===== src/hw/irq_pkg.sv =====
// Shared constants and types of the motion I/O interrupt unit.
package irq_pkg;

    // ************************************************************
    // Channel and input bank geometry
    // ************************************************************
    localparam int unsigned NUM_CH = 3;
    localparam int unsigned FACE_COUNT = 8;
    localparam int unsigned TERM_COUNT = 28;
    localparam int unsigned SRC_W = 5;
    localparam int unsigned FACE_SEL_W = 3;
    localparam int unsigned IVL_W = 6;

    typedef enum logic [1:0] {
        MODE_DIS = 2'h0,
        MODE_FACE = 2'h1,
        MODE_TERM = 2'h2,
        MODE_TIMED = 2'h3
    } irq_mode_t;

    // ************************************************************
    // Register port map and field layout
    // ************************************************************
    localparam int unsigned ADDR_W = 8;
    localparam int unsigned DATA_W = 32;
    localparam logic [7:0] CFG_BASE = 8'h00;
    localparam logic [7:0] CFG_STRIDE = 8'h04;
    localparam logic [7:0] STATUS_OFS = 8'h0c;
    localparam int unsigned MODE_LSB = 0;
    localparam int unsigned FALL_BIT = 2;
    localparam int unsigned SRC_LSB = 8;
    localparam int unsigned IVL_LSB = 16;
    localparam int unsigned FAULT_LSB = 0;
    localparam int unsigned REJECT_BIT = 8;

    // ************************************************************
    // Reset values and interval limits, intervals in milliseconds
    // ************************************************************
    localparam logic FALL_RST = 1'b0;
    localparam logic [4:0] SRC_RST = 5'h00;
    localparam logic [5:0] IVL_RST_MS = 6'h0a;
    localparam logic [5:0] IVL_MIN_MS = 6'h02;
    localparam logic [5:0] IVL_MAX_MS = 6'h28;

    // ************************************************************
    // Timing
    // ************************************************************
    localparam int unsigned CLK_MHZ = 250;
    localparam int unsigned HOLDOFF_US = 2000;
    localparam int unsigned MS_US = 1000;
    localparam int unsigned HOLDOFF_CYCLES_DEF = HOLDOFF_US * CLK_MHZ;
    localparam int unsigned MS_CYCLES_DEF = MS_US * CLK_MHZ;

endpackage


===== src/hw/irq_chan_if.sv =====
// Bundle between the register side and one interrupt channel engine.
`timescale 1ns/1ps
`default_nettype none
interface irq_chan_if;
    irq_pkg::irq_mode_t mode;
    logic falling;
    logic [irq_pkg::IVL_W-1:0] interval;
    logic level;
    logic restart;
    logic cmd_tick;
    logic fire;
    logic fault;

    modport ctrl (
        output mode, falling, interval, level, restart, cmd_tick,
        input fire, fault
    );
    modport channel (
        input mode, falling, interval, level, restart, cmd_tick,
        output fire, fault
    );
endinterface
`default_nettype wire


===== src/hw/irq_channel.sv =====
// One interrupt channel: edge qualification with spacing guard, or periodic timer.
`timescale 1ns/1ps
`default_nettype none
module irq_channel #(
    parameter int unsigned HOLDOFF_CYCLES = irq_pkg::HOLDOFF_CYCLES_DEF,
    parameter int unsigned MS_CYCLES = irq_pkg::MS_CYCLES_DEF
) (
    input wire logic mclk,
    input wire logic arst_n,
    input wire logic ce,
    irq_chan_if.channel chan
);
    import irq_pkg::*;

    localparam int HW = $clog2(HOLDOFF_CYCLES + 1);
    localparam int MW = $clog2(MS_CYCLES + 1);

    if (HOLDOFF_CYCLES < 1 || MS_CYCLES < 1) begin : g_bad_param
        $error("irq_channel: cycle counts must be at least one");
    end

    logic prev;
    logic next_prev;
    logic [HW-1:0] hold;
    logic [HW-1:0] next_hold;
    logic [MW-1:0] ms_cnt;
    logic [MW-1:0] next_ms_cnt;
    logic [IVL_W-1:0] elapsed;
    logic [IVL_W-1:0] next_elapsed;
    logic tpend;
    logic next_tpend;
    logic fire;
    logic next_fire;
    logic fault;
    logic next_fault;
    logic in_mode;
    logic qual_edge;

    assign in_mode = (chan.mode == MODE_FACE) || (chan.mode == MODE_TERM);
    // Polarity only matters in the input modes; falling selects the 1-to-0 edge.
    assign qual_edge = (prev ^ chan.level) & (chan.level ^ chan.falling);
    assign chan.fire = fire;
    assign chan.fault = fault;

    always_comb begin
        next_prev = chan.level;
        next_hold = hold;
        next_ms_cnt = ms_cnt;
        next_elapsed = elapsed;
        next_tpend = tpend;
        next_fire = 1'b0;
        next_fault = 1'b0;
        if (hold != '0) begin
            next_hold = hold - 1'b1;
        end
        // A fresh configuration starts from a clean slate so the old source
        // cannot leave a phantom edge behind.
        if (chan.restart) begin
            next_hold = '0;
            next_ms_cnt = '0;
            next_elapsed = '0;
            next_tpend = 1'b0;
        end else if (in_mode) begin
            if (qual_edge) begin
                if (hold == '0) begin
                    next_fire = 1'b1;
                    next_hold = HW'(HOLDOFF_CYCLES - 1);
                end else begin
                    next_fault = 1'b1;
                end
            end
        end else if (chan.mode == MODE_TIMED) begin
            // The period runs on its own; only the release waits for the
            // command-processing tick, so jitter does not accumulate.
            if (chan.cmd_tick && tpend) begin
                next_fire = 1'b1;
                next_tpend = 1'b0;
            end
            if (ms_cnt == MW'(MS_CYCLES - 1)) begin
                next_ms_cnt = '0;
                if (elapsed == chan.interval - 6'h01) begin
                    next_elapsed = '0;
                    next_tpend = 1'b1;
                end else begin
                    next_elapsed = elapsed + 6'h01;
                end
            end else begin
                next_ms_cnt = ms_cnt + 1'b1;
            end
        end
    end

    always_ff @(posedge mclk or negedge arst_n) begin
        if (!arst_n) begin
            prev <= 1'b0;
            hold <= '0;
            ms_cnt <= '0;
            elapsed <= '0;
            tpend <= 1'b0;
            fire <= 1'b0;
            fault <= 1'b0;
        end else if (ce) begin
            prev <= next_prev;
            hold <= next_hold;
            ms_cnt <= next_ms_cnt;
            elapsed <= next_elapsed;
            tpend <= next_tpend;
            fire <= next_fire;
            fault <= next_fault;
        end
    end

    // ************************************************************
    // Checks
    // ************************************************************
    a_disabled_quiet: assert property (
        @(posedge mclk) disable iff (!arst_n)
        (ce && chan.mode == MODE_DIS) |=> !fire)
        else $error("disabled channel fired");

    a_edge_accept: assert property (
        @(posedge mclk) disable iff (!arst_n)
        (ce && in_mode && !chan.restart && qual_edge && hold == '0) |=> fire)
        else $error("qualifying edge not accepted");

    a_holdoff_load: assert property (
        @(posedge mclk) disable iff (!arst_n)
        (fire && $past(ce) && $past(in_mode)) |-> (hold == HW'(HOLDOFF_CYCLES - 1)))
        else $error("spacing guard not loaded after trigger");

    a_fault_discard: assert property (
        @(posedge mclk) disable iff (!arst_n)
        (fault && $past(ce)) |-> (!fire && $past(hold) != '0))
        else $error("fault without early edge");

    a_timed_tick: assert property (
        @(posedge mclk) disable iff (!arst_n)
        (fire && $past(ce) && $past(chan.mode) == MODE_TIMED) |-> $past(chan.cmd_tick))
        else $error("timed interrupt off the command cycle");
endmodule
`default_nettype wire


===== src/hw/motion_io_interrupt_unit.sv =====
// Top of the motion I/O interrupt unit: register port, input capture, three channels.
//
// Implementation choices: the placing of the registers and the address-and-strobe port.
`timescale 1ns/1ps
`default_nettype none

module motion_io_interrupt_unit #(
    parameter int unsigned HOLDOFF_CYCLES = irq_pkg::HOLDOFF_CYCLES_DEF,
    parameter int unsigned MS_CYCLES = irq_pkg::MS_CYCLES_DEF
) (
    input wire logic mclk,
    input wire logic arst_n,
    input wire logic ce,
    input wire logic [irq_pkg::ADDR_W-1:0] addr,
    input wire logic [irq_pkg::DATA_W-1:0] wdata,
    input wire logic wr,
    input wire logic rd,
    output logic [irq_pkg::DATA_W-1:0] rdata,
    input wire logic [irq_pkg::FACE_COUNT-1:0] faceplate_input_bank,
    input wire logic [irq_pkg::TERM_COUNT-1:0] remote_terminal_input_bank,
    input wire logic cmd_cycle_tick,
    output logic [irq_pkg::NUM_CH-1:0] status_data,
    output logic [irq_pkg::NUM_CH-1:0] fault
);
    import irq_pkg::*;

    // The channel engines need at least one cycle per spacing window and per
    // millisecond; smaller values leave their counters nothing to count.
    if (HOLDOFF_CYCLES < 1 || MS_CYCLES < 1) begin : g_bad_param
        $error("motion_io_interrupt_unit: cycle counts must be at least one");
    end

    // ************************************************************
    // Configuration registers
    // ************************************************************
    irq_mode_t cfg_mode [NUM_CH];
    irq_mode_t next_cfg_mode [NUM_CH];
    logic [NUM_CH-1:0] cfg_fall;
    logic [NUM_CH-1:0] next_cfg_fall;
    logic [SRC_W-1:0] cfg_src [NUM_CH];
    logic [SRC_W-1:0] next_cfg_src [NUM_CH];
    logic [IVL_W-1:0] cfg_ivl [NUM_CH];
    logic [IVL_W-1:0] next_cfg_ivl [NUM_CH];
    logic [NUM_CH-1:0] restart;
    logic [NUM_CH-1:0] next_restart;
    logic reject;
    logic next_reject;
    logic [NUM_CH-1:0] next_fault;
    logic [NUM_CH-1:0] next_status_data;
    logic [DATA_W-1:0] next_rdata;
    logic [NUM_CH-1:0] cfg_hit;
    logic [NUM_CH-1:0] cfg_ok;
    logic status_hit;
    logic [NUM_CH-1:0] fire_vec;
    logic [NUM_CH-1:0] fault_vec;
    irq_mode_t wr_mode;
    logic [IVL_W-1:0] wr_ivl;

    assign wr_mode = irq_mode_t'(wdata[MODE_LSB +: 2]);
    assign wr_ivl = wdata[IVL_LSB +: IVL_W];
    assign status_hit = (addr == STATUS_OFS);

    // A write is refused whole when it would make a second channel timed or
    // asks for an interval outside the supported span.
    always_comb begin
        for (int i = 0; i < NUM_CH; i++) begin
            cfg_hit[i] = (addr == ADDR_W'(CFG_BASE + i * CFG_STRIDE));
            cfg_ok[i] = (wr_ivl >= IVL_MIN_MS) && (wr_ivl <= IVL_MAX_MS);
            for (int j = 0; j < NUM_CH; j++) begin
                if (j != i && wr_mode == MODE_TIMED && cfg_mode[j] == MODE_TIMED) begin
                    cfg_ok[i] = 1'b0;
                end
            end
        end
    end

    always_comb begin
        next_reject = reject;
        for (int i = 0; i < NUM_CH; i++) begin
            next_cfg_mode[i] = cfg_mode[i];
            next_cfg_fall[i] = cfg_fall[i];
            next_cfg_src[i] = cfg_src[i];
            next_cfg_ivl[i] = cfg_ivl[i];
            next_restart[i] = 1'b0;
        end
        if (wr && status_hit && wdata[REJECT_BIT]) begin
            next_reject = 1'b0;
        end
        for (int i = 0; i < NUM_CH; i++) begin
            if (wr && cfg_hit[i]) begin
                if (cfg_ok[i]) begin
                    next_cfg_mode[i] = wr_mode;
                    next_cfg_fall[i] = wdata[FALL_BIT];
                    next_cfg_src[i] = wdata[SRC_LSB +: SRC_W];
                    next_cfg_ivl[i] = wr_ivl;
                    next_restart[i] = 1'b1;
                end else begin
                    next_reject = 1'b1;
                end
            end
        end
    end

    always_ff @(posedge mclk or negedge arst_n) begin
        if (!arst_n) begin
            for (int i = 0; i < NUM_CH; i++) begin
                cfg_mode[i] <= MODE_DIS;
                cfg_src[i] <= SRC_RST;
                cfg_ivl[i] <= IVL_RST_MS;
            end
            cfg_fall <= {NUM_CH{FALL_RST}};
            restart <= '0;
            reject <= 1'b0;
        end else if (ce) begin
            for (int i = 0; i < NUM_CH; i++) begin
                cfg_mode[i] <= next_cfg_mode[i];
                cfg_src[i] <= next_cfg_src[i];
                cfg_ivl[i] <= next_cfg_ivl[i];
            end
            cfg_fall <= next_cfg_fall;
            restart <= next_restart;
            reject <= next_reject;
        end
    end

    // ************************************************************
    // Input capture
    // ************************************************************
    // Two stages per pin; the first stage feeds only the second.
    logic [FACE_COUNT-1:0] face_meta;
    logic [FACE_COUNT-1:0] face_sync;
    logic [TERM_COUNT-1:0] term_meta;
    logic [TERM_COUNT-1:0] term_sync;

    always_ff @(posedge mclk or negedge arst_n) begin
        if (!arst_n) begin
            face_meta <= '0;
            face_sync <= '0;
            term_meta <= '0;
            term_sync <= '0;
        end else if (ce) begin
            face_meta <= faceplate_input_bank;
            face_sync <= face_meta;
            term_meta <= remote_terminal_input_bank;
            term_sync <= term_meta;
        end
    end

    // ************************************************************
    // Channel engines
    // ************************************************************
    for (genvar i = 0; i < NUM_CH; i++) begin : g_ch
        irq_chan_if ch_if ();
        logic level_sel;

        // An out-of-range selector falls back to input 0 of the bank.
        always_comb begin
            if (cfg_mode[i] == MODE_TERM) begin
                level_sel = (cfg_src[i] < SRC_W'(TERM_COUNT)) ?
                    term_sync[cfg_src[i]] : term_sync[0];
            end else begin
                level_sel = (cfg_src[i] < SRC_W'(FACE_COUNT)) ?
                    face_sync[cfg_src[i][FACE_SEL_W-1:0]] : face_sync[0];
            end
        end

        assign ch_if.mode = cfg_mode[i];
        assign ch_if.falling = cfg_fall[i];
        assign ch_if.interval = cfg_ivl[i];
        assign ch_if.level = level_sel;
        assign ch_if.restart = restart[i];
        assign ch_if.cmd_tick = cmd_cycle_tick;
        assign fire_vec[i] = ch_if.fire;
        assign fault_vec[i] = ch_if.fault;

        irq_channel #(
            .HOLDOFF_CYCLES(HOLDOFF_CYCLES),
            .MS_CYCLES(MS_CYCLES)
        ) u_chan (
            .mclk(mclk),
            .arst_n(arst_n),
            .ce(ce),
            .chan(ch_if)
        );
    end

    // ************************************************************
    // Status outputs and sticky faults
    // ************************************************************
    // A fault arriving in the cycle of its clear survives: set wins.
    always_comb begin
        next_status_data = fire_vec;
        next_fault = fault;
        if (wr && status_hit) begin
            next_fault = fault & ~wdata[FAULT_LSB +: NUM_CH];
        end
        next_fault = next_fault | fault_vec;
    end

    always_ff @(posedge mclk or negedge arst_n) begin
        if (!arst_n) begin
            status_data <= '0;
            fault <= '0;
        end else if (ce) begin
            status_data <= next_status_data;
            fault <= next_fault;
        end
    end

    // ************************************************************
    // Read port
    // ************************************************************
    always_comb begin
        next_rdata = '0;
        if (rd) begin
            if (status_hit) begin
                next_rdata[FAULT_LSB +: NUM_CH] = fault;
                next_rdata[REJECT_BIT] = reject;
            end
            for (int i = 0; i < NUM_CH; i++) begin
                if (cfg_hit[i]) begin
                    next_rdata[MODE_LSB +: 2] = cfg_mode[i];
                    next_rdata[FALL_BIT] = cfg_fall[i];
                    next_rdata[SRC_LSB +: SRC_W] = cfg_src[i];
                    next_rdata[IVL_LSB +: IVL_W] = cfg_ivl[i];
                end
            end
        end
    end

    always_ff @(posedge mclk or negedge arst_n) begin
        if (!arst_n) begin
            rdata <= '0;
        end else if (ce) begin
            rdata <= next_rdata;
        end
    end

    // ************************************************************
    // Checks
    // ************************************************************
    a_single_timed: assert property (
        @(posedge mclk) disable iff (!arst_n)
        ((cfg_mode[0] == MODE_TIMED) + (cfg_mode[1] == MODE_TIMED) +
         (cfg_mode[2] == MODE_TIMED)) <= 2'h1)
        else $error("more than one timed channel");

    a_reject_flag: assert property (
        @(posedge mclk) disable iff (!arst_n)
        (ce && wr && |(cfg_hit & ~cfg_ok)) |=> reject)
        else $error("refused write did not flag");

    a_status_follow: assert property (
        @(posedge mclk) disable iff (!arst_n)
        $past(ce) |-> (status_data == $past(fire_vec)))
        else $error("status bits do not follow channel interrupts");

    a_fault_sticky: assert property (
        @(posedge mclk) disable iff (!arst_n)
        (ce && fault[0] && !(wr && status_hit)) |=> fault[0])
        else $error("fault lost without a clear");

    a_unmapped_zero: assert property (
        @(posedge mclk) disable iff (!arst_n)
        (ce && rd && !status_hit && cfg_hit == '0) |=> (rdata == '0))
        else $error("unmapped read not zero");

    a_refused_keep: assert property (
        @(posedge mclk) disable iff (!arst_n)
        (ce && wr && cfg_hit[0] && !cfg_ok[0]) |=> (cfg_mode[0] == $past(cfg_mode[0])))
        else $error("refused write changed the configuration");

    a_reject_hold: assert property (
        @(posedge mclk) disable iff (!arst_n)
        (ce && reject && !(wr && status_hit)) |=> reject)
        else $error("reject flag lost without a clear");

    a_fault_set: assert property (
        @(posedge mclk) disable iff (!arst_n)
        (ce && fault_vec != '0) |=> ((fault & $past(fault_vec)) == $past(fault_vec)))
        else $error("channel fault not recorded");

    a_read_idle: assert property (
        @(posedge mclk) disable iff (!arst_n)
        (ce && !rd) |=> (rdata == '0))
        else $error("read data outside the read cycle");

    a_sync_stage: assert property (
        @(posedge mclk) disable iff (!arst_n)
        ce |=> (face_sync == $past(face_meta) && term_sync == $past(term_meta)))
        else $error("input synchroniser skipped a stage");
endmodule
`default_nettype wire


===== config.mk =====
export PLATFORM = sky130hd
export DESIGN_NAME = motion_io_interrupt_unit
export DESIGN_NICKNAME = d
export VERILOG_FILES = /design/src/hw/irq_pkg.sv /design/src/hw/irq_chan_if.sv /design/src/hw/irq_channel.sv /design/src/hw/motion_io_interrupt_unit.sv
export SDC_FILE = /design/constraint.sdc
export NUM_CORES = 1
export LEC_CHECK = 0
export ABC_AREA = 1
export BUFFER_PORTS_ARGS = -buffer_cell sky130_fd_sc_hd__clkbuf_2
export CORE_UTILIZATION = 25
export DETAILED_ROUTE_END_ITERATION = 12
export PLACE_DENSITY = 0.47
export SLEW_MARGIN = 5
export SYNTH_ARGS = -nofsm -noshare
export SYNTH_HDL_FRONTEND = slang
export SYNTH_SLANG_ARGS = --single-unit
export TNS_END_PERCENT = 50

===== constraint.sdc =====
create_clock -name mclk -period 4.74 [get_ports mclk]
set_input_delay 0.711 -clock mclk [delete_from_list [all_inputs] [get_ports mclk]]
set_output_delay 0.711 -clock mclk [all_outputs]
set_load 0.01 [all_outputs]

==> PnR_summary.wiki, run 1 <==
{| class="wikitable"
! Metric !! Value
|-
| Worst-path fanout max || 21
|-
| Sequential cell area fraction in the yosys report || 0.447
|-
| Per-instance average area after synthesis || ~7.6 sq um
|-
| Design Power || just over 0.007 W
|-
| Dominant combinational cell family by area after synthesis || simple AND/OR/NAND/NOR gates
|-
| DRC violation count after routing || 0
|-
| Post-synthesis sequential element count || about 280
|-
| Buffers inserted during post-CTS setup optimization || 0
|-
| Congestion Overflow GR || 0
|-
| Gate count after technology mapping || around 2000
|-
| Number of buffers created by CTS || 35
|-
| Number of diodes || 0
|-
| Fraction of layout instances using a drive strength above 1 || 0.102
|-
| Outcome || finished, final reports clean
|-
| Count of input and output buffers || 83
|-
| Rel. slew slack || 0.278
|-
| Power Density || between 300 and 400 nW/um^2
|-
| Half-perimeter wire length after placement || ~32000 um
|-
| Count of clock tree sinks || between 200 and 300
|-
| CTS H-tree lvls || 2
|-
| Antenna violation net count after detailed routing || 0
|-
| Buffer cell driving the clock tree root || clkbuf_16
|-
| Detailed Routing Iterations Pass 1 || 5
|-
| Kind of start point of the critical path || flip-flop
|-
| Maximum number of buffers from clock root to sink || 3
|-
| Place WS || roughly 1.3 ns
|-
| Data required time at the worst endpoint || a little over 5 ns
|-
| WS Path Type || flip-flop to flip-flop
|-
| Combined buffer and inverter count along the critical path || 2
|-
| Final period utilization || 0.618
|-
| Utilization after layout || 0.291
|-
| Basic-gate share of the synthesized area counting and, or, nand and nor cells || 0.272
|-
| Sum of routed wire length over all layers || 44700 um
|-
| First-pass GRT wire length || around 74000 um
|-
| Cell area after technology mapping || 15600 sq um
|-
| Growth of design area from synthesis to finish || 14.8%
|-
| Register cell area after layout || about 7000 sq um
|-
| Adder and majority cell fraction of the synthesized area || 0.0192
|-
| Die width || ~250 um
|-
| Multi-input gate area in the final layout || roughly 7300 sq um
|-
| Number of antenna violations at the first check in global routing || 4
|-
| Share of cell area taken by muxes after synthesis || 0.000640
|-
| Number of distinct library cells after synthesis || 59
|-
| Total Routing Usage GR || 0.144
|-
| Fin. Hold Viols || 0
|-
| Starting Density || 0.253
|-
| Placeable core region || 61700 sq um
|-
| Worst supply voltage drop on vdd || 200 uV
|-
| Compound-cell area share of the yosys netlist || 0.132
|-
| Number of warnings issued by yosys || 0
|-
| Crit path setup slack, layout || around 1.8 ns
|-
| Number of flops mapped to enable cells by yosys || 0
|-
| IO Count || between 100 and 150
|-
| Share of synthesized registers carrying an async set or reset || 1.00
|-
| Die footprint || 63600 sq um
|-
| Top delay family on crit path || simple AND/OR/NAND/NOR gates
|-
| Number of gates given a new drive strength after cts || 0
|-
| CTS tree || yes
|-
| Post-layout minimum cycle time || 2.93 ns
|-
| Critical-path cell list || inv_2 > nand2_1 > nand3_1 > nand2_1 > nand2_1 > nand2_1 > inv_1 > nand2_1 > nand2_1 > nand3_1 > nand3_1 > nand3_2 > nor2_1 > nand2_1 > nand2_1
|-
| Min-Delay Path Class || input port to async pin
|-
| Commonest register cell after synthesis || dfrtp_1
|-
| # hold bufs at CTS || 0
|-
| Via count of the first global-routing pass || between 10000 and 15000
|-
| Count of final max-slew check failures || 0
|-
| Fin nets || approximately 2200
|-
| Number of filler cells placed in the layout || ~6700
|-
| Peak clock frequency supported by timing || 0.341 GHz
|-
| Leakage power figure || between 8 and 9 nW
|-
| Die boundary height || around 250 um
|-
| Most prevalent standard cell on the critical path || nand2_1
|-
| Clock latency at the later pin of the worst-skew pair || 0.54 ns
|-
| Critical Path Sink Type || flip-flop
|-
| Setup repair after global routing missed its margin || false
|-
| Data arrival at the endpoint of the critical path || 3.34 ns
|-
| Count of vias placed by the detailed router || 13574
|-
| Worst-Margin Slew || 1.08 ns
|-
| CTS clock-pin slew for the worst setup and hold paths || ~0.060 ns
|-
| Final count of negative-setup-slack endpoints || 0
|-
| Number of cell rows || 91
|-
| Slowest library cell on the worst path || dfrtp_1
|-
| Fraction of synthesized cell area in xor and xnor cells || 0.0398
|-
| Routed wire per std cell || approximately 15 um
|-
| Via/cell ratio || ~4.6
|-
| Clk_skew || 0.0121 ns
|-
| Largest net degree at the start of global routing || 140
|-
| Weighted congestion at the end of routability-driven global placement || about 0.85
|-
| Iter 0 DRT Violations || 904
|-
| Setup TNS || 0 ns
|-
| Number of max-cap violations || 0
|-
| Worst stage delay on the critical path || about 0.89 ns
|}
-- power breakdown --
part | total (W) | internal, W | switching (W)
clock network | 0.00263 | 0.00157 | 0.00106
registers | 0.00291 | 0.00268 | 0.000234
logic | 0.00156 | 0.000537 | 0.00102
total | 0.00709 | 0.00478 | 0.00231
-- cells in the final DEF (no fill, tap or decap), types with 4 or more instances in the layout --
cell	n
nand3_1	127
o31ai_1	5
xor2_1	61
inv_1	238
clkbuf_2	81
o22ai_1	32
nand2_1	584
a21oi_1	73
o211ai_1	20
o21ai_1	7
o221ai_1	5
xnor2_1	10
or2_2	6
o21ai_0	166
dfstp_2	6
a32o_1	4
nor3_1	33
o21ai_2	5
dfrtp_1	273
a31oi_1	7
nor4_1	12
buf_4	12
clkinv_2	6
nand2_2	4
nand4_1	36
inv_2	13
clkbuf_16	35
nand3_2	9
clkbuf_1	6
nor2_1	154
ha_1	24
a221oi_1	4
nor2_2	7
conb_1	18
nor3b_1	4
clkbuf_8	10
-- per-stage QoR --
step | std cells | hold WS, ns | area (sq um)
2_1_floorplan | 2062 | 0.415 | 15700
3_3_place_gp | 2918 | 0.461 | 16800
3_5_place_dp | 2918 | 0.459 | 16800
4_1_cts | 2978 | 0.220 | 18000
5_1_grt | 2978 | 0.252 | 18000
6_report | 2978 | 0.201 | 18000
-- path summary, 6_finish.rpt --
| kind | from | to | slack (ns) | cells after the start |
|---|---|---|---|---|
| max | cfg_src[10] | g_ch[0].u_chan.hold[8] | 1.81 | 15 |
| min | arst_n | g_ch[0].u_chan.elapsed[2] | 0.20 | 1 |
| max reg2reg | cfg_src[10] | g_ch[0].u_chan.hold[8] | 1.81 | 15 |
| max in group asynchronous | arst_n | g_ch[1].u_chan.hold[8] | 3.26 | 2 |
| min reg2reg | face_meta[2] | face_meta[2] | 0.47 | 2 |
| min in group mclk | remote_terminal_input_bank[17] | term_meta[17] | 0.37 | 3 |
-- per-layer routing --
metal | up-vias | GRT usage | part of all wire
met3 | 53 | 0.0250 | 0.045
met5 | - | 0 | 0.00083
li1 | 6801 | - | -
met2 | 239 | 0.240 | 0.47
met1 | 6475 | 0.191 | 0.47
met4 | 6 | 0.0409 | 0.020
-- cell families after synthesis --
kind of cell / count (synthesis)
AOI/OAI and AO/OA: 354
xor gates and xnor gates: 71
adders and majority gates: 24
buffers and inverters: 329
DFF: 279
muxes: 1
other: 1
and+or+nand+nor: 986
-- cells in the mapped netlist, types with 5 or more instances --
library cell	instances	area, sq um
a21oi_1	73	365
a31oi_1	7	43.8
buf_2	11	55.1
buf_4	18	135
buf_6	11	124
clkbuf_1	35	131
dfrtp_1	273	6830
dfstp_2	6	158
ha_1	24	300
inv_1	238	893
inv_2	14	52.6
nand2_1	584	2190
nand3_1	127	636
nand3_2	9	90.1
nand4_1	36	225
nor2_1	154	578
nor2_2	7	43.8
nor3_1	33	165
nor4_1	12	75.1
o211ai_1	20	150
o21ai_0	166	831
o21ai_1	7	35.0
o21ai_2	5	43.8
o221ai_1	5	43.8
o22ai_1	32	200
o31ai_1	5	37.5
or2_2	6	37.5
xnor2_1	10	87.6
xor2_1	61	534
-- area by class of cell --
cell class	count	share of cell area
multi-input cells	1454	0.407
flip-flops and latches	279	0.389
well taps	837	0.0583
clock buffers	51	0.0577
inverters	253	0.0531
repair buffers	95	0.0295
clock inverters	9	0.00460
-- state kept, by name, summed over array words and instances, names as in the netlist, 6 cells and up --
register,count
rdata,14
g_ch.ch_if.mode,6
g_ch.ch_if.interval,18
face_sync,8
term_sync,28
g_ch.u_chan.elapsed,18
cfg_src,15
g_ch.u_chan.ms_cnt,54
g_ch.u_chan.hold,57
face_meta,8
term_meta,28
Power figures use the tool's default switching activity.
==> run 2, diff against run 1 <==
Settings changed: PLACE_DENSITY 0.47 to 0.48.
Clock period 4.74 ns to 2.55 ns, I/O delays scaled along.
==> PnR_summary.wiki, run 2 (same netlist as run 1, synthesis figures left out) <==
{| class="wikitable"
! Metric !! Value
|-
| Via count of the first global-routing pass || between 10000 and 15000
|-
| Buffers inserted during post-CTS setup optimization || 0
|-
| Die boundary height || about 250 um
|-
| Iter 0 DRT Violations || around 860
|-
| # hold bufs at CTS || 1
|-
| Final count of negative-setup-slack endpoints || 0
|-
| Outcome || finished, final reports clean
|-
| Final instance count without filler cells || 3006
|-
| Worst-Margin Slew || between 0.8 and 0.9 ns
|-
| Largest net degree at the start of global routing || 86
|-
| Kind of start point of the critical path || flip-flop
|-
| Count of final max-slew check failures || 0
|-
| Die footprint || roughly 64000 sq um
|-
| Met3 Track Usage GR || 0.0282
|-
| Data arrival at the endpoint of the critical path || approximately 2.7 ns
|-
| Number of gates given a new drive strength after cts || 0
|-
| Count of input and output buffers || just over 80
|-
| Worst supply voltage drop on vdd || 396 uV
|-
| Leakage power figure || a little under 9 nW
|-
| Clk_skew || about 0.024 ns
|-
| Buffer cell driving the clock tree root || clkbuf_16
|-
| Die width || 252 um
|-
| CTS tree || yes
|-
| First-pass GRT wire length || 73200 um
|-
| Data required time at the worst endpoint || 2.96 ns
|-
| Peak clock frequency supported by timing || 0.444 GHz
|-
| IO Count || 120
|-
| Half-perimeter wire length after placement || about 33000 um
|-
| Routed wire per std cell || roughly 15 um
|-
| Weighted congestion at the end of routability-driven global placement || 0.856
|-
| Rel. slew slack || 0.406
|-
| Growth of design area from synthesis to finish || 16.1%
|-
| Detailed Routing Iterations Pass 1 || 5
|-
| Flip-flop count of the largest register, all copies and words added || 57
|-
| Number of filler cells placed in the layout || 6727
|-
| Sum of routed wire length over all layers || about 45000 um
|-
| Number of cell rows || a little over 90
|-
| Number of diodes || 0
|-
| DRC violation count after routing || 0
|-
| Min-Delay Path Class || input port to flip-flop
|-
| Placed Cells incl. Taps || between 2000 and 3000
|-
| Commonest non-fill, non-tap cell in the layout || nand2_1
|-
| Worst stage delay on the critical path || 0.42 ns
|-
| Slowest library cell on the worst path || nor4_1
|-
| Top delay family on crit path || simple AND/OR/NAND/NOR gates
|-
| Commonest cells after routing, fill and taps aside || nand2_1, dfrtp_1, inv_1, o21ai_0, nor2_1
|-
| Final period utilization || 0.884
|-
| Congestion Overflow GR || 0
|-
| Combined buffer and inverter count along the critical path || 1
|-
| Count of vias placed by the detailed router || 13770
|-
| Fin nets || about 2300
|-
| Maximum number of buffers from clock root to sink || 3
|-
| Final standard cell area without fillers || 18200 sq um
|-
| WS Path Type || flip-flop to flip-flop
|-
| Met2 Use GR || 0.230
|-
| Largest registers || g_ch.u_chan.hold x57, g_ch.u_chan.ms_cnt x54
|-
| Number of antenna violations at the first check in global routing || 2
|-
| Antenna violation net count after detailed routing || 0
|-
| Via/cell ratio || about 4.6
|-
| Global routing met1 resource utilization || 0.192
|-
| Most prevalent standard cell on the critical path || nand2_1
|-
| Count of clock tree sinks || 279
|-
| Power Density || roughly 720 nW/um^2
|-
| CTS H-tree lvls || 2
|-
| Setup repair after global routing missed its margin || false
|-
| Post-layout minimum cycle time || between 2 and 2.5 ns
|-
| Clock latency at the later pin of the worst-skew pair || about 0.55 ns
|-
| Register containing the most flip-flops in the final layout || g_ch.u_chan.hold
|-
| Busiest grt layer || met2
|-
| Placeable core region || roughly 60000 sq um
|-
| Setup TNS || 0 ns
|-
| CTS clock-pin slew for the worst setup and hold paths || ~0.060 ns
|-
| Number of buffers created by CTS || 35
|-
| Critical-path cell list || inv_1 > ha_1 > nand2_1 > a21oi_2 > nand2_1 > nor4_1 > nand3_1 > o21ai_0 > a21oi_1
|-
| Total Routing Usage GR || 0.143
|-
| Placement Cell Area || approximately 17000 sq um
|-
| Starting Density || 0.253
|-
| Critical Path Sink Type || flip-flop
|-
| Fraction of layout instances using a drive strength above 1 || 0.112
|-
| Worst-path fanout max || 5
|-
| Number of max-cap violations || 0
|-
| Fin. Hold Viols || 0
|}
run 2: final timing paths:
check,start,to,slack [ns],depth (start not counted)
worst max-delay path,g_ch[1].ch_if.mode[0],g_ch[1].u_chan.ms_cnt[15],0.30,9
worst min-delay path,remote_terminal_input_bank[23],term_meta[23],0.04,3
worst max register to register,g_ch[1].ch_if.mode[0],g_ch[1].u_chan.ms_cnt[15],0.30,9
worst min register to register,term_meta[24],term_meta[24],0.47,2
max in group asynchronous,arst_n,g_ch[2].ch_if.interval[3],1.37,3
min in group asynchronous,arst_n,g_ch[1].u_chan.ms_cnt[15],0.38,2
run 2: final cells by class:
cell class,instances,area (sq um),share of cell area
clock buffer,49,978,0.0539
clock inverter,10,83.8,0.00462
timing repair buffer,124,788,0.0434
sequential,279,6990,0.385
inverter,253,953,0.0525
multi-input combinational,1454,7320,0.403
tap,837,1050,0.0577
run 2: worst register-to-register path, cell delays in order, from the launching register on:
cell and delay (ns):
dfrtp_1 0.38, inv_1 0.06, ha_1 0.29, nand2_1 0.11, a21oi_2 0.28, nand2_1 0.17
nor4_1 0.42, nand3_1 0.16, o21ai_0 0.18, a21oi_1 0.06
run 2: per-stage QoR:
step                worst slack [ns]  utilization  power [W]  hold WS, ns
floorplan                      0.557            -    0.00761       0.0869
global route                  0.0428        0.294     0.0140       0.0251
global placement               0.285        0.277    0.00835        0.348
CTS                            0.279        0.294     0.0133      0.00396
detailed placement             0.304        0.277    0.00840        0.352
finish                         0.296        0.294     0.0131       0.0373
run 2: per-layer routing:
layer	share of wire	routed length, um
met5	0.00060	27
met1	0.47	21200
met3	0.048	2170
met4	0.025	1130
met2	0.45	20300
run 2: power breakdown:
group,total (W),switching (W),internal [W]
Sequential,0.00540,0.000424,0.00497
Combinational,0.00292,0.00190,0.00102
Clock,0.00474,0.00197,0.00277
==> run 3, diff against run 2 <==
Settings changed: ABC_AREA 1 to unset.
==> PnR_summary.wiki, run 3 <==
{| class="wikitable"
! Metric !! Value
|-
| Outcome || complete, but fails checks
|-
| Failing checks || setup timing
|-
| Clk_skew || between 0.02 and 0.025 ns
|-
| Routed wire per std cell || ~16 um
|-
| Fraction of layout instances using a drive strength above 1 || 0.271
|-
| IO Count || between 100 and 150
|-
| Post-synthesis sequential element count || between 200 and 300
|-
| Kind of start point of the critical path || flip-flop
|-
| Fraction of synthesized cell area in xor and xnor cells || 0.0254
|-
| Final period utilization || 1.03
|-
| Fin. Hold Viols || 0
|-
| Dominant combinational cell family by area after synthesis || simple AND/OR/NAND/NOR gates
|-
| Adder and majority cell fraction of the synthesized area || 0.0198
|-
| Multi-input gate area in the final layout || between 7000 and 8000 sq um
|-
| Worst-Margin Slew || ~0.69 ns
|-
| Worst Hold Depth || 2
|-
| Die width || roughly 250 um
|-
| Count of input and output buffers || between 80 and 90
|-
| Antenna violation net count after detailed routing || 0
|-
| Sequential group share of total power || 0.437
|-
| Logic pwr share || 0.155
|-
| Cell area after technology mapping || 15200 sq um
|-
| Die boundary height || roughly 250 um
|-
| Half-perimeter wire length after placement || approximately 29000 um
|-
| Number of warnings issued by yosys || 0
|-
| Worst min-delay path startpoint || remote_terminal_input_bank[7]
|-
| DRC violation count after routing || 0
|-
| Data arrival at the endpoint of the critical path || 3.01 ns
|-
| Congestion Overflow GR || 0
|-
| Count of vias placed by the detailed router || approximately 12000
|-
| WS Path Type || flip-flop to flip-flop
|-
| Basic-gate share of the synthesized area counting and, or, nand and nor cells || 0.170
|-
| Worst reg2reg endpoint || g_ch[0].u_chan.hold[0]
|-
| Min-Delay Path Class || input port to flip-flop
|-
| CTS clock-pin slew for the worst setup and hold paths || roughly 0.070 ns
|-
| Top post-synthesis cells by area || dfrtp_1, mux2_2, o21ai_0
|-
| Growth of design area from synthesis to finish || 22.7%
|-
| Register-to-Register Path Depth || 9
|-
| Share of cell area taken by muxes after synthesis || 0.146
|-
| CTS H-tree lvls || 2
|-
| Sequential cell area fraction in the yosys report || 0.461
|-
| Number of max-cap violations || 0
|-
| Place WS || -0.320 ns
|-
| Post-layout minimum cycle time || 2.62 ns
|-
| Per-instance average area after synthesis || ~10 sq um
|-
| Largest registers || g_ch.u_chan.hold x57, g_ch.u_chan.ms_cnt x54
|-
| Total Routing Usage GR || 0.134
|-
| Compound-cell area share of the yosys netlist || 0.136
|-
| Die footprint || ~62000 sq um
|-
| Flip-flop count of the largest register, all copies and words added || 57
|-
| Clock latency at the later pin of the worst-skew pair || 0.54 ns
|-
| Commonest register cell after synthesis || dfrtp_1
|-
| Via/cell ratio || about 4.9
|-
| Leakage power figure || just under 8 nW
|-
| Number of flops mapped to enable cells by yosys || 0
|-
| Peak clock frequency supported by timing || roughly 0.38 GHz
|-
| Data required time at the worst endpoint || around 2.9 ns
|-
| Commonest non-fill, non-tap cell in the layout || dfrtp_1
|-
| Dominant cell by count in the synthesized netlist || dfrtp_1
|-
| Power Density || 641 nW/um^2
|-
| Maximum number of buffers from clock root to sink || 3
|-
| Utilization after layout || 0.313
|-
| Iter 0 DRT Violations || slightly below 700
|-
| Detailed Routing Iterations Pass 1 || 5
|-
| Fin nets || 1794
|-
| Placeable core region || around 59000 sq um
|-
| Net switching power of the design || ~0.0033 W
|-
| Number of antenna violations at the first check in global routing || 4
|-
| Final count of negative-setup-slack endpoints || 19
|-
| Rel. slew slack || 0.539
|-
| Sum of routed wire length over all layers || between 40000 and 50000 um
|-
| Share of power burned in the clock network || 0.408
|-
| Number of diodes || 0
|-
| Number of buffers created by CTS || 34
|-
| Critical Path Sink Type || flip-flop
|-
| Internal power summed over all cells || ~0.0086 W
|-
| Share of the synthesized area in the top cell type || 0.450
|-
| CTS tree || yes
|-
| Number of cell rows || between 80 and 90
|-
| Sw frac || 0.280
|-
| Number of distinct library cells after synthesis || 79
|-
| Setup slack of the worst register-to-register path || -0.07 ns
|-
| Crit path setup slack, layout || -0.0713 ns
|-
| Buffer cell driving the clock tree root || clkbuf_16
|-
| Gate count after technology mapping || 1518
|-
| Via count of the first global-routing pass || about 12000
|-
| Reg2reg start || cfg_src[10]
|-
| Count of final max-slew check failures || 0
|-
| Hold Crit Endpoint || term_meta[7]
|-
| Worst supply voltage drop on vdd || 362 uV
|-
| Min Hold Slack || 0.0765 ns
|-
| Starting Density || 0.255
|-
| Largest net degree at the start of global routing || 65
|-
| Number of filler cells placed in the layout || 6195
|-
| Library cell occupying the most area in the post-synthesis netlist || dfrtp_1
|-
| Weighted congestion at the end of routability-driven global placement || between 0.8 and 0.9
|-
| Register cell area after layout || between 6000 and 7000 sq um
|-
| Count of clock tree sinks || between 200 and 300
|-
| Worst-path fanout max || 7
|-
| Setup repair after global routing missed its margin || true
|-
| Register containing the most flip-flops in the final layout || g_ch.u_chan.hold
|-
| Most instantiated cells after synthesis || dfrtp_1, o21ai_0, nor2_1
|-
| First-pass GRT wire length || approximately 66000 um
|-
| Commonest cells after routing, fill and taps aside || dfrtp_1, o21ai_0, nor2_1, nand2_1, mux2_2
|-
| Share of synthesized registers carrying an async set or reset || 1.00
|}
==> run 3: cell types whose count changed in the layout (fill, tap and decap cells not counted), sizes merged, moves of 33 or more <==
cell,previous run,this run
nand2,588,130
inv,253,49
mux2,0,120
buf,42,126
nand3,137,53
xor2,61,16
a21oi,78,42
mux2i,1,34
==> run 3: cell families (layout without fill, tap and decap cells) <==
group | after synthesis | in the layout
flip-flops | 279 | 279
other | 1 | 18
adder cells (fa/ha/maj) | 24 | 24
buffers and inverters | 139 | 317
AO/OA/AOI/OAI | 330 | 330
AND/OR/NAND/NOR | 525 | 525
multiplexers | 176 | 176
XOR/XNOR | 44 | 44
==> run 3: repair_timing <==
item / 4_1_cts / 5_1_grt
cloned: 0 / 1
hold buffers: 1 / 0
pin swaps: 13 / 22
setup buffers: 2 / 3
endpoints found under the hold margin: 58 / 0
gates resized for setup: 25 / 46
setup endpoints to repair: 43 / 52
==> run 3: worst max-delay path: stages, from the launching register on <==
cell	delay (ns)
dfrtp_2	0.49
mux4_2	0.53
mux4_2	0.50
nor2_4	0.12
nor4_4	0.07
mux2i_4	0.34
buf_4	0.19
nor2_1	0.04
a21oi_1	0.12
o22ai_1	0.08
==> run 3: worst max-delay path by stage <==
stage | slack, ns | depth (start not counted) | from | to
2_1_floorplan | 0.04 | 8 | cfg_src[0] | g_ch[2].u_chan.hold[10]
3_3_place_gp | -0.30 | 9 | cfg_src[10] | g_ch[0].u_chan.hold[8]
3_5_place_dp | -0.32 | 8 | cfg_src[10] | g_ch[0].u_chan.hold[8]
4_1_cts | -0.08 | 8 | cfg_src[10] | g_ch[0].u_chan.hold[8]
5_1_grt | -0.20 | 8 | cfg_src[10] | g_ch[0].u_chan.hold[3]
6_report | -0.07 | 9 | cfg_src[10] | g_ch[0].u_chan.hold[0]
==> run 3: final cells by class <==
class                   instances  area share
well taps                     773      0.0520
inverters                      48     0.00968
flip-flops and latches        279       0.376
multi-input cells            1117       0.422
repair buffers                208      0.0812
clock buffers                  47      0.0521
clock inverters                14     0.00760
==> run 3: power groups by stage <==
stage / Clock [W] / Sequential [W] / Combinational, W
2_1_floorplan: 0 / 0.00517 / 0.00115
6_report: 0.00487 / 0.00522 / 0.00185
3_3_place_gp: 0 / 0.00527 / 0.00176
4_1_cts: 0.00503 / 0.00521 / 0.00183
5_1_grt: 0.00521 / 0.00528 / 0.00208
3_5_place_dp: 0 / 0.00528 / 0.00180
==> run 3: metal layers <==
metal	GRT usage	part of all wire	vias to the layer above
met4	0.0296	0.014	6
li1	-	-	5828
met3	0.0267	0.042	59
met2	0.209	0.45	193
met5	0	0.00098	-
met1	0.189	0.49	5992
==> run 3: per-stage QoR <==
| step | instance area [sq um] | setup TNS (ns) | instances | total power, W |
|---|---|---|---|---|
| floorplan | 15200 | 0 | 1535 | 0.00631 |
| global placement | 17200 | -3.42 | 2418 | 0.00703 |
| detailed placement | 17200 | -5.23 | 2418 | 0.00707 |
| CTS | 18400 | -0.896 | 2482 | 0.0121 |
| global route | 18600 | -3.56 | 2486 | 0.0126 |
| finish | 18600 | -0.670 | 2486 | 0.0119 |
